<file path="src/logic/sipo8_pkg.sv">
// Purpose: shared constants for the serial-in parallel-out latch
// Assumes: pins sampled by clk_sys
// Notes: none
package sipo8_pkg;
  localparam int SIPO8_WIDTH = 8;
  localparam int SIPO8_FIFO_DEPTH = 8;
  localparam int SIPO8_SYNC_STAGES = 2;
  localparam int SIPO8_PIN_COUNT = 5;
  localparam logic [4:0] SIPO8_PIN_IDLE = 5'h14;
  localparam logic [7:0] SIPO8_SHIFT_RST = 8'h00;
  localparam logic [7:0] SIPO8_STORE_RST = 8'h00;
  localparam int SIPO8_LINK_PERIOD_NS = 125;
  localparam int SIPO8_CLK_PERIOD_NS = 8;
  localparam int SIPO8_LINK_CYCLES = (SIPO8_LINK_PERIOD_NS + SIPO8_CLK_PERIOD_NS - 1)
                                     / SIPO8_CLK_PERIOD_NS;
endpackage

</file>
<file path="src/logic/sipo8_fifo.sv">
// Purpose: small valid/ready FIFO for captured storage words
// Assumes: one clock, asynchronous active-high reset
// Notes: depth must be a power of two
`timescale 1ns/1ps
module sipo8_fifo #(
  parameter int WIDTH = 8,
  parameter int DEPTH = 8
) (
  // Clock and reset
  input wire logic clk_sys,
  input wire logic sys_rst,
  // Fill side
  input wire logic in_valid,
  output logic in_ready,
  input wire logic [WIDTH-1:0] in_data,
  // Drain side
  output logic out_valid,
  input wire logic out_ready,
  output logic [WIDTH-1:0] out_data
);
  localparam int AW = $clog2(DEPTH);
  logic [WIDTH-1:0] mem [DEPTH];
  logic [AW:0] wr_ptr_r;
  logic [AW:0] rd_ptr_r;
  wire push;
  wire pop;
  wire empty;
  wire full;

  // Status and handshake decode
  assign empty = (wr_ptr_r == rd_ptr_r);
  assign full = (wr_ptr_r[AW-1:0] == rd_ptr_r[AW-1:0]) && (wr_ptr_r[AW] != rd_ptr_r[AW]);
  assign in_ready = !full;
  assign out_valid = !empty;
  assign push = in_valid && !full;
  assign pop = out_ready && !empty;
  assign out_data = mem[rd_ptr_r[AW-1:0]]; // Head word straight from the array

  // Storage array write
  always_ff @(posedge clk_sys) begin
    if (push) begin
      mem[wr_ptr_r[AW-1:0]] <= in_data;
    end
  end

  // Pointers
  always_ff @(posedge clk_sys or posedge sys_rst) begin
    if (sys_rst) begin
      wr_ptr_r <= '0;
      rd_ptr_r <= '0;
    end else begin
      if (push) wr_ptr_r <= wr_ptr_r + 1'b1;
      if (pop) rd_ptr_r <= rd_ptr_r + 1'b1;
    end
  end
endmodule

</file>
<file path="src/logic/sipo8_top.sv">
// Purpose: pin-level shift/storage latch, pins sampled on clk_sys
// Purpose: every pin passes two flops, so each pin edge acts three clk_sys edges late
// Assumes: pin clocks are slow against clk_sys (125 ns against 8 ns)
// Assumes: each pin level holds at least one clk_sys cycle, shorter pulses can be missed
// Assumes: serial data settles with the shift clock's fall, well before its rise
// Notes: storage words also pass an 8-deep FIFO toward a word stream port
// Notes: a storage edge that finds the FIFO full sets the sticky overflow; its word, pushed a cycle later, drops only if the FIFO is still full
// Notes: the clear is synchronised too, so it takes effect a few clk_sys cycles late
// Notes: parallel value and enable leave one flop bank, so they switch in the same cycle
// Notes: word_data shows the FIFO head while word_valid is high
`timescale 1ns/1ps
module sipo8_top
  import sipo8_pkg::*;
#(
  parameter int WIDTH = SIPO8_WIDTH,
  parameter int FIFO_DEPTH = SIPO8_FIFO_DEPTH
) (
  // System
  input wire logic clk_sys,
  input wire logic sys_rst,
  // Controller pins
  input wire logic serial_data_in,
  input wire logic shift_clock,
  input wire logic shift_clear_n,
  input wire logic store_clock,
  input wire logic out_enable_n,
  // Parallel outputs, two signals each
  output logic [WIDTH-1:0] par_out,
  output logic [WIDTH-1:0] par_oe_n,
  // Cascade output
  output logic serial_cascade_out,
  // Stored word stream
  output logic word_valid,
  input wire logic word_ready,
  output logic [WIDTH-1:0] word_data,
  output logic word_overflow
);
  // Synchronised pin levels and clock history
  wire [SIPO8_PIN_COUNT-1:0] pins;
  wire [SIPO8_PIN_COUNT-1:0] pins_s;
  logic shclk_prev_r;
  logic stclk_prev_r;

  // Shift and storage state
  logic [WIDTH-1:0] shift_r;
  logic [WIDTH-1:0] shift_nxt;
  logic [WIDTH-1:0] store_r;
  logic [WIDTH-1:0] store_nxt;

  // Registered parallel drivers
  logic [WIDTH-1:0] par_out_r;
  logic [WIDTH-1:0] par_oe_n_r;
  logic [WIDTH-1:0] par_out_nxt;

  // Word stream status
  logic overflow_r;
  logic fifo_ready;

  // Named pin levels after synchronisation
  wire din_s;
  wire shclk_s;
  wire clr_n_s;
  wire stclk_s;
  wire oe_n_s;

  // Decoded events
  wire shift_rise;
  wire store_rise;
  wire clear_act;

  // Pin order inside the synchroniser bank
  assign pins = {out_enable_n, store_clock, shift_clear_n, shift_clock, serial_data_in};
  assign din_s = pins_s[0];
  assign shclk_s = pins_s[1];
  assign clr_n_s = pins_s[2];
  assign stclk_s = pins_s[3];
  assign oe_n_s = pins_s[4];

  // One two-flop synchroniser per pin; only the second flop reads the first
  generate
    for (genvar p = 0; p < SIPO8_PIN_COUNT; p++) begin : g_sync
      logic meta_r;
      logic stable_r;
      always_ff @(posedge clk_sys or posedge sys_rst) begin
        if (sys_rst) begin
          meta_r <= SIPO8_PIN_IDLE[p]; // Clear and enable idle high
          stable_r <= SIPO8_PIN_IDLE[p];
        end else begin
          meta_r <= pins[p];
          stable_r <= meta_r;
        end
      end
      assign pins_s[p] = stable_r;
    end
  endgenerate

  // Shift clock history, idle level low so reset makes no false edge
  always_ff @(posedge clk_sys or posedge sys_rst) begin
    if (sys_rst) begin
      shclk_prev_r <= 1'b0;
    end else begin
      shclk_prev_r <= shclk_s;
    end
  end

  // Storage clock history, same idle level
  always_ff @(posedge clk_sys or posedge sys_rst) begin
    if (sys_rst) begin
      stclk_prev_r <= 1'b0;
    end else begin
      stclk_prev_r <= stclk_s;
    end
  end

  // Only a low-to-high step of a synchronised clock acts
  assign shift_rise = shclk_s && !shclk_prev_r;
  assign store_rise = stclk_s && !stclk_prev_r;
  // Clear level after synchronisation; overrides any shift edge
  assign clear_act = !clr_n_s;

  // Next shift value: serial in at stage 0, others move up
  assign shift_nxt = {shift_r[WIDTH-2:0], din_s};
  // Storage takes the pre-shift stages; a held clear gives zero
  assign store_nxt = clr_n_s ? shift_r : '0;

  // Shift stages; reset value is a simulation convenience only
  always_ff @(posedge clk_sys or posedge sys_rst) begin
    if (sys_rst) begin
      shift_r <= WIDTH'(SIPO8_SHIFT_RST);
    end else if (clear_act) begin
      shift_r <= '0;
    end else if (shift_rise) begin
      shift_r <= shift_nxt;
    end
  end

  // Storage register takes the old shift value, or zero under a held clear; clear alone does not touch it
  always_ff @(posedge clk_sys or posedge sys_rst) begin
    if (sys_rst) begin
      store_r <= WIDTH'(SIPO8_STORE_RST);
    end else if (store_rise) begin
      store_r <= store_nxt;
    end
  end

  // Per-bit driver values, zero while the outputs float
  genvar i;
  generate
    for (i = 0; i < WIDTH; i++) begin : g_drv
      assign par_out_nxt[i] = oe_n_s ? 1'b0 : store_r[i];
    end
  endgenerate

  // Value and enable share one flop bank, so they never switch apart
  always_ff @(posedge clk_sys or posedge sys_rst) begin
    if (sys_rst) begin
      par_out_r <= '0;
      par_oe_n_r <= '1;
    end else begin
      par_out_r <= par_out_nxt;
      par_oe_n_r <= {WIDTH{oe_n_s}};
    end
  end
  assign par_out = par_out_r;
  assign par_oe_n = par_oe_n_r;

  // Cascade output always driven from last stage
  assign serial_cascade_out = shift_r[WIDTH-1];

  // Overflow flag when a stored word finds the FIFO full
  // The dropped word is lost; the flag stays until system reset
  always_ff @(posedge clk_sys or posedge sys_rst) begin
    if (sys_rst) begin
      overflow_r <= 1'b0;
    end else if (store_rise && !fifo_ready) begin
      overflow_r <= 1'b1;
    end
  end
  assign word_overflow = overflow_r;

  // Word of each storage edge queued one cycle later
  logic push_r;
  always_ff @(posedge clk_sys or posedge sys_rst) begin
    if (sys_rst) begin
      push_r <= 1'b0;
    end else begin
      push_r <= store_rise;
    end
  end

  // Word FIFO toward the stream port
  sipo8_fifo #(
    .WIDTH(WIDTH),
    .DEPTH(FIFO_DEPTH)
  ) u_fifo (
    .clk_sys(clk_sys),
    .sys_rst(sys_rst),
    .in_valid(push_r),
    .in_ready(fifo_ready),
    .in_data(store_r),
    .out_valid(word_valid),
    .out_ready(word_ready),
    .out_data(word_data)
  );
endmodule

</file>
<file path="config.mk">
export PLATFORM = sky130hd
export DESIGN_NAME = sipo8_top
export DESIGN_NICKNAME = d
export VERILOG_FILES = /design/src/logic/sipo8_pkg.sv /design/src/logic/sipo8_fifo.sv /design/src/logic/sipo8_top.sv
export SDC_FILE = /design/constraint.sdc
export NUM_CORES = 1
export LEC_CHECK = 0
export BUFFER_PORTS_ARGS = -buffer_cell sky130_fd_sc_hd__buf_2
export CAP_MARGIN = 20
export CORE_ASPECT_RATIO = 1.1
export CORE_MARGIN = 4
export CORE_UTILIZATION = 55
export CTS_BUF_LIST = sky130_fd_sc_hd__clkbuf_4 sky130_fd_sc_hd__clkbuf_8 sky130_fd_sc_hd__clkbuf_16
export DETAILED_ROUTE_END_ITERATION = 12
export PLACE_DENSITY = 0.74
export SKIP_LAST_GASP = 1
export SYNTH_ARGS = -nofsm -noshare
export SYNTH_HDL_FRONTEND = slang
export SYNTH_SLANG_ARGS = --single-unit
export TNS_END_PERCENT = 10
</file>
<file path="constraint.sdc">
create_clock -name clk_sys -period 6.3 [get_ports clk_sys]
set_input_delay 0.945 -clock clk_sys [delete_from_list [all_inputs] [get_ports clk_sys]]
set_output_delay 0.945 -clock clk_sys [all_outputs]
set_load 0.02 [all_outputs]
</file>
==> flow_summary.ini, run 1 <==
[min_path]
min_to = g_sync[1].stable_r$_DFF_PP0_
whs_path_depth = 0
min-delay-start = g_sync[1].meta_r$_DFF_PP0_
holdCritPathClass = register to register

[timing]
finalCriticalPeriod_ns = 3.12
rsz0062_at_grt = no
hold_viol_final = 0
finalCritPeriodShare = 0.496
timing.final.ws_setup_ns = 3.18
tns_ns = 0
slew_headroom = 0.374
setup_viol = 0
fin_worst_skew_ns = 0.0115
fmaxAchievable_mhz = 320
slew_viol_final = 0
worst_slew_pin_slew_ns = 0.937

[placed_design]
dp_slack_ns = 3.12
dpl-instance-area_sq_um = 4640
port_buffers = 34
hpwlAfterDp_mm = 4.37
place_congestion = 0.756

[cells_and_area]
final_util = 0.618
diodes = 0
multi_input_area_sq_um = 1180
stdcell_area_sq_um = 4860
fillers = 577
fin_nets = 294
regArea_sq_um = 3100
synthToLayoutAreaGrowth_pct = 10.1
drive_gt1_frac = 0.322

[synth]
synth_compound_area_frac = 0.0232
synthXorXnorAreaFrac = 0.0278
ys_seq_area_frac = 0.703
synthAdderAreaFrac = 0.00567
syn_nets = 261
syn-cell-area_sq_um = 4420
synth_edf_count = 64
synthFlopType = edfxtp_1
async_flop_share = 0.423
synth.mux.area_fraction = 0.130
synthSimpleGateAreaFrac = 0.0782
synth_top_family_by_area = multiplexers
synth-seq-cells = 111
yosysUniqueCellTypes = 40
syn_inst = 251
yosysWarnings = 0
synth.avg_cell_area_sq_um = 17.6

[clock_network]
clock_path_buffers = 2
cts_buffers = 9
cts_resized = 0
root_buffer = clkbuf_8
clock_sinks = 111
htreeDepth = 3
cts_setup_buffers = 0
insertion_delay_ns = 0.37
cts_tree = built
ctsHoldBuffers = 0
clk_pin_slew_ns = 0.11

[outcome]
status = completed

[setup_path]
rrSetupSlack_ns = 3.61
start_kind = register
ff2ff_path_depth = 3
endpoint_kind = primary output
r2r_start = u_fifo.rd_ptr_r[1]$_DFFE_PP0P_
setup.worst_path.class = register to primary output
crit_required_ns = 5.35
cp.arrival_ns = 2.18
crit_path_max_fanout = 16
timing.rr.end = u_fifo.mem[3][3]$_DFFE_PP_

[grt]
grt-busiest-layer = met2
overflow = 0
antenna_found_initial = 0
grt_use_total = 0.162
use_met3 = 0.0324
grt_pass1_vias = 2141
use_met2 = 0.270
grt_pass1_wl_mm = 11.4
grt_max_degree = 48
grt.met1_usage = 0.214

[detailed_routing]
drt_iter0_markers = 148
routed_wl_mm = 6.92
first_pass_iters = 4
drc = 0
avgRoutedWirePerCell_um = 17.4
vias = 2143
ant_nets = 0
vias_per_cell = 5.40

[die]
die_h_um = 102
io-pin-count = 35
coreArea_sq_um = 7870
fp.dieArea_sq_um = 9530
die_x_um = 93.4
start_util = 0.561
row_count = 34

[job]
drv_cap = 0

[pwr]
vdd_drop_max_v = 0.000157
p_leak_nw = 1.92
power_density_nw_per_um2 = 389
stage by stage:
| step | std cells | hold slack [ns] | total power [mW] |
|---|---|---|---|
| 2_1_floorplan | 251 | 0.331 | 1.39 |
| 3_3_place_gp | 380 | 0.331 | 1.47 |
| 3_5_place_dp | 380 | 0.335 | 1.49 |
| 4_1_cts | 396 | 0.360 | 1.89 |
| 5_1_grt | 397 | 0.366 | 2.00 |
| 6_report | 397 | 0.358 | 1.89 |
cell type report:
class,count,area share
Sequential cell,111,0.638
Inverter,4,0.00309
Clock buffer,9,0.0255
Clock inverter,7,0.0141
Timing Repair Buffer,40,0.0484
Tap cell,108,0.0278
Multi-Input combinational cell,118,0.243
cells by family (layout without fill, tap and decap cells):
kind of cell / after synthesis / in the layout
AOI/OAI and AO/OA: 9 / 9
xor gates and xnor gates: 11 / 11
adders and majority gates: 2 / 2
buffers and inverters: 22 / 60
DFF: 111 / 111
muxes: 34 / 34
and+or+nand+nor: 62 / 62
state kept, by name, summed over array words and instances, names as in the netlist:
name and count:
u_fifo.mem 64, par_out 8, shift_r 8, store_r 8, g_sync.meta_r 5, u_fifo.rd_ptr_r 4
u_fifo.wr_ptr_r 4, g_sync.stable_r 3, clr_n_s 1, din_s 1, par_oe_n 1, push_r 1
shclk_prev_r 1, stclk_prev_r 1, word_overflow 1
cells in the mapped netlist, drive strengths merged, types with 2 or more instances:
| master | number | area share |
|---|---|---|
| a311o | 2 | 0.0048 |
| buf | 16 | 0.027 |
| clkbuf | 2 | 0.0017 |
| dfrtp | 42 | 0.24 |
| dfstp | 5 | 0.030 |
| edfxtp | 64 | 0.44 |
| ha | 2 | 0.0057 |
| inv | 4 | 0.0034 |
| mux2 | 10 | 0.026 |
| mux2i | 8 | 0.018 |
| mux4 | 16 | 0.086 |
| nand2 | 21 | 0.018 |
| nand3 | 9 | 0.010 |
| nand4 | 3 | 0.0042 |
| nor2b | 17 | 0.024 |
| nor3 | 2 | 0.0023 |
| nor4 | 2 | 0.0062 |
| nor4b | 3 | 0.0060 |
| o311ai | 2 | 0.0040 |
| o41ai | 2 | 0.0082 |
| xnor2 | 7 | 0.016 |
| xor2 | 4 | 0.012 |
cell usage in the layout (no fill, tap or decap), types with 5 or more instances in the layout:
cell,n
mux2i_1,8
edfxtp_1,64
dfstp_2,5
clkbuf_8,9
buf_4,5
mux2_2,9
nor2b_1,17
mux4_1,5
buf_2,34
dfrtp_1,42
nand3_1,9
nand2_1,21
mux4_2,11
xnor2_1,6
critical path, cell delays in order, from the launching register on:
cell	delay [ns]
dfrtp_1	0.58
buf_16	0.22
mux4_1	0.56
mux2_2	0.28
buf_2	0.16
layer usage:
layer,vias up,wire length (um),part of all wire
li1,1004,-,-
met1,1089,2930,0.42
met2,38,3590,0.52
met3,12,286,0.041
met4,0,107,0.015
met5,-,0,0
worst max-delay path by stage:
| stage | cells after the start | to | from |
|---|---|---|---|
| 6_report | 4 | word_data[7] | u_fifo.rd_ptr_r[0]$_DFFE_PP0P_ |
| 5_1_grt | 3 | word_data[2] | u_fifo.rd_ptr_r[1]$_DFFE_PP0P_ |
| 4_1_cts | 3 | word_data[7] | u_fifo.rd_ptr_r[0]$_DFFE_PP0P_ |
| 3_5_place_dp | 3 | word_data[7] | u_fifo.rd_ptr_r[0]$_DFFE_PP0P_ |
| 3_3_place_gp | 3 | word_data[7] | u_fifo.rd_ptr_r[0]$_DFFE_PP0P_ |
| 2_1_floorplan | 4 | word_data[0] | u_fifo.rd_ptr_r[0]$_DFFE_PP0P_ |
power breakdown:
group,leakage [nW],total (mW),internal [mW],switching (mW)
registers,1.21,0.947,0.832,0.114
logic,0.614,0.540,0.263,0.278
clock network,0.100,0.405,0.156,0.249
No activity file was read; power rests on OpenSTA's default activity.
==> inputs of run 2 (changes only) <==
Settings changed: CORE_UTILIZATION 55 to 53, PLACE_DENSITY 0.74 to 0.75.
Clock period 6.3 ns to 2.85 ns, I/O delays scaled along.
==> run 2 against run 1 <==
  * Routed wire length grew 2.8%
  * Clock skew fell by 0.00065 ns
  * Via count is 1.1% higher
  * Critical path depth unchanged
  * Clock power is 120% higher
  * Non-clock buffer count rose by 6
  * Register-to-register slack got worse by 3.1 ns
  * Hold slack worse by 0.21 ns
  * Global-route usage fell by 0.30 points
  * Sequential power grew 110%
  * Cell area grew 0.18%
  * Final cell count grew 1.5%
  * Critical endpoint is now word_data[3]
  * Largest power group unchanged
==> flow_summary.ini, run 2 (synthesis results as in run 1) <==
[detailed_routing]
vias = 2166
avgRoutedWirePerCell_um = 17.6
routed_wl_mm = 7.11
first_pass_iters = 4
drc = 0
vias_per_cell = 5.37
ant_nets = 0
drt_iter0_markers = 191

[cells_and_area]
final_common_cell = edfxtp_1
diodes = 0
fin_nets = 300
stdcell_area_sq_um = 4870
final_util = 0.609
finalNonFillerCells = 403
mostFrequentLayoutCells = edfxtp_1 (64), dfrtp_1 (42), buf_2 (35)
largest_reg_flops = 64
synthToLayoutAreaGrowth_pct = 10.3
drive_gt1_frac = 0.329

[setup_path]
setup.worst_path.class = register to primary output
crit_required_ns = 2.42
path_delay_family = multiplexers
startpoint = u_fifo.rd_ptr_r[0]$_DFFE_PP0P_
timing.rr.end = u_fifo.mem[7][0]$_DFFE_PP_
crit_cells = 4
start_kind = register
cpMaxStageDelayCell = mux4_1
endpoint_kind = primary output
ff2ff_path_depth = 4
crit_path_max_fanout = 20
crit_end = word_data[3]
max_stage_delay_ns = 0.62
r2r_start = u_fifo.wr_ptr_r[1]$_DFFE_PP0P_
path_buf_inv = 2
path_cells = buf_4 -> mux4_1 -> mux2_2 -> buf_2
rrSetupSlack_ns = 0.51
cp.arrival_ns = 2.20

[die]
row_count = 34
io-pin-count = 35
start_util = 0.552
die_h_um = 104
fp.dieArea_sq_um = 9860
die_x_um = 95.0
coreArea_sq_um = 8000

[grt]
grt_use_total = 0.159
grt_pass1_wl_mm = 11.8
grt_max_degree = 48
grt_pass1_vias = 2234
overflow = 0
antenna_found_initial = 0

[pwr]
comb_power_share = 0.312
seqPwrFrac = 0.478
power_mw = 4.17
vdd_drop_max_v = 0.000354
p_sw_frac = 0.331
p_int_mw = 2.79
clock_power_share = 0.210
p_sw_mw = 1.38
power_density_nw_per_um2 = 856
p_leak_nw = 1.94

[timing]
whs_ns = 0.151
slew_headroom = 0.373
finalCriticalPeriod_ns = 2.62
finalCritPeriodShare = 0.921
hold_viol_final = 0
tns_ns = 0
fmaxAchievable_mhz = 381
rsz0062_at_grt = no
fin_worst_skew_ns = 0.0108
setup_viol = 0
timing.final.ws_setup_ns = 0.226
slew_viol_final = 0
worst_slew_pin_slew_ns = 0.939

[clock_network]
clk_pin_slew_ns = 0.10
cts_buffers = 9
clock_sinks = 111
htreeDepth = 3
cts_tree = built
insertion_delay_ns = 0.36
clock_path_buffers = 2
root_buffer = clkbuf_8
ctsHoldBuffers = 0
cts_resized = 0
cts_setup_buffers = 0

[outcome]
status = completed

[placed_design]
port_buffers = 34
hpwlAfterDp_mm = 4.87
placed_cells = 385
dpl-instance-area_sq_um = 4670
place_congestion = 0.823
dp_slack_ns = 0.350

[min_path]
min-delay-start = shift_clear_n
holdCritPathClass = input port to register
whs_path_depth = 1

[job]
drv_cap = 0
run 2: worst min path at each step:
stage / to / slack [ns]
finish: g_sync[2].meta_r$_DFF_PP1_ / 0.15
global route: g_sync[4].meta_r$_DFF_PP1_ / 0.12
CTS: g_sync[4].meta_r$_DFF_PP1_ / 0.13
detailed placement: din_s$_DFF_PP0_ / 0.34
global placement: g_sync[3].stable_r$_DFF_PP0_ / 0.33
floorplan: din_s$_DFF_PP0_ / 0.33
run 2: final cells by class:
type | instances | area, sq um
inverters | 4 | 15.0
repair buffers | 46 | 258
well taps | 108 | 135
clock inverters | 5 | 37.5
flip-flops and latches | 111 | 3100
multi-input cells | 118 | 1170
clock buffers | 11 | 151
fillers | 623 | 3130
run 2: layer usage:
metal,track usage,wire length [um],vias to the layer above
met4,0.0557,51,0
li1,-,-,1017
met1,0.217,3210,1108
met3,0.0355,237,4
met2,0.253,3610,37
met5,0,0,-
run 2: power by group through the flow:
stage / Clock, mW / Combinational (mW) / Sequential [mW]
final: 0.877 / 1.30 / 1.99
after global routing: 0.976 / 1.41 / 2.02
after CTS: 0.906 / 1.31 / 1.99
after detailed placement: 0 / 1.30 / 2.03
after global placement: 0 / 1.28 / 2.01
after floorplan: 0 / 1.11 / 1.96
==> inputs of run 3 (changes only) <==
Settings changed: RECOVER_POWER from default to 100.
==> run 3 against run 2 <==
  * Clock-buffer cell count unchanged
  * The run now ends with max-capacitance violations, max-slew violations left
  * Sequential power about the same
  * Non-clock buffer count unchanged
  * Largest power group unchanged
  * Maximum frequency fell by 0.53%
  * Routed wire length is 0.14% higher
  * Hold slack improved by 0.0021 ns
  * Global-route usage is the same
  * Largest cell class unchanged
  * Cell area decreased by 1.7%
==> flow_summary.ini, run 3 (synthesis results as in run 1) <==
[outcome]
status = finished, violations left
violations = max-capacitance violations, max-slew violations

[placed_design]
port_buffers = 34
hpwlAfterDp_mm = 4.87
placed_cells = 385
dpl-instance-area_sq_um = 4670
place_congestion = 0.823

[setup_path]
crit_required_ns = 2.42
cp.arrival_ns = 2.21
start_kind = register
crit_path_max_fanout = 20
endpoint_kind = primary output
setup.worst_path.class = register to primary output

[die]
die_x_um = 95.0
io-pin-count = 35
start_util = 0.552
fp.dieArea_sq_um = 9860
die_h_um = 104
row_count = 34
coreArea_sq_um = 8000

[clock_network]
cts_buffers = 9
cts_setup_buffers = 0
clock_path_buffers = 2
clock_sinks = 111
root_buffer = clkbuf_8
cts_tree = built
ctsHoldBuffers = 0
htreeDepth = 3
cts_resized = 0
clk_pin_slew_ns = 0.10
insertion_delay_ns = 0.36

[cells_and_area]
synthToLayoutAreaGrowth_pct = 8.44
final_common_cell = edfxtp_1
mostFrequentLayoutCells = edfxtp_1 (64), dfrtp_1 (42), clkbuf_1 (35)
final_util = 0.599
fillers = 644
stdcell_area_sq_um = 4790
largest_reg_flops = 64
drive_gt1_frac = 0.190
fin_nets = 300
diodes = 0
finalNonFillerCells = 403

[timing]
hold_viol_final = 0
finalCriticalPeriod_ns = 2.64
worst_slew_pin_slew_ns = 1.70
fmaxAchievable_mhz = 379
rsz0062_at_grt = no
tns_ns = 0
finalCritPeriodShare = 0.926
fin_worst_skew_ns = 0.00977
setup_viol = 0
slew_headroom = -0.134
slew_viol_final = 48

[grt]
antenna_found_initial = 0
grt_pass1_wl_mm = 11.8
grt_use_total = 0.159
overflow = 0
grt_pass1_vias = 2234
grt_max_degree = 48

[pwr]
power_density_nw_per_um2 = 853
vdd_drop_max_v = 0.000351
power_mw = 4.09
p_leak_nw = 1.82

[detailed_routing]
avgRoutedWirePerCell_um = 17.7
vias_per_cell = 5.37
drt_iter0_markers = 162
vias = 2164
routed_wl_mm = 7.12
first_pass_iters = 4
ant_nets = 0
drc = 0

[min_path]
holdCritPathClass = input port to register

[job]
drv_cap = 1
[run 3: cell count changes in the layout (fill, tap and decap cells not counted), moves of 2 or more]
cell and delta:
inv_1 +2, dfstp_2 -2, dfstp_1 +2, inv_2 -2, clkbuf_1 +35, buf_2 -27
buf_4 -7
[run 3: critical path, stage by stage, from the launching register on]
cell and delay [ns]:
dfrtp_1 0.41, buf_4 0.35, mux4_1 0.62, mux2_2 0.28
clkbuf_1 0.17
[run 3: power by group]
part / internal (mW) / switching, mW
Clock: 0.373 / 0.504
Sequential: 1.84 / 0.152
Combinational: 0.515 / 0.700
Total: 2.73 / 1.36
[run 3: final timing paths]
check / slack (ns) / startpoint / end / depth (start not counted)
setup / recovery: 0.21 / u_fifo.rd_ptr_r[0]$_DFFE_PP0P_ / word_data[3] / 4
hold / removal: 0.15 / shift_clear_n / g_sync[2].meta_r$_DFF_PP1_ / 1
setup reg to reg: 0.38 / u_fifo.wr_ptr_r[0]$_DFFE_PP0P_ / u_fifo.mem[5][3]$_DFFE_PP_ / 5
hold reg to reg: 0.36 / g_sync[0].meta_r$_DFF_PP0_ / din_s$_DFF_PP0_ / 0
max in group asynchronous: 1.28 / sys_rst / store_r[7]$_DFFE_PP0N_ / 2
min in group asynchronous: 0.59 / sys_rst / u_fifo.wr_ptr_r[3]$_DFFE_PP0P_ / 2
[run 3: through the flow]
step	hold WS, ns	setup slack, ns
after CTS	0.129	0.193
after floorplan	0.331	0.418
after global placement	0.333	0.532
final	0.153	0.212
after global routing	0.122	0.117
after detailed placement	0.337	0.350
[run 3: layer usage]
metal	GRT usage	wire length [um]
met1	0.217	3200
met2	0.253	3550
met3	0.0355	267
met4	0.0557	104
met5	0	0
[run 3: area by class of cell]
cell class / instances / area [sq um] / share of cell area
multi-input cells: 118 / 1150 / 0.241
inverters: 4 / 15.0 / 0.00313
flip-flops and latches: 111 / 3100 / 0.648
repair buffers: 46 / 194 / 0.0405
well taps: 108 / 135 / 0.0282
clock inverters: 5 / 37.5 / 0.00784
clock buffers: 11 / 151 / 0.0316
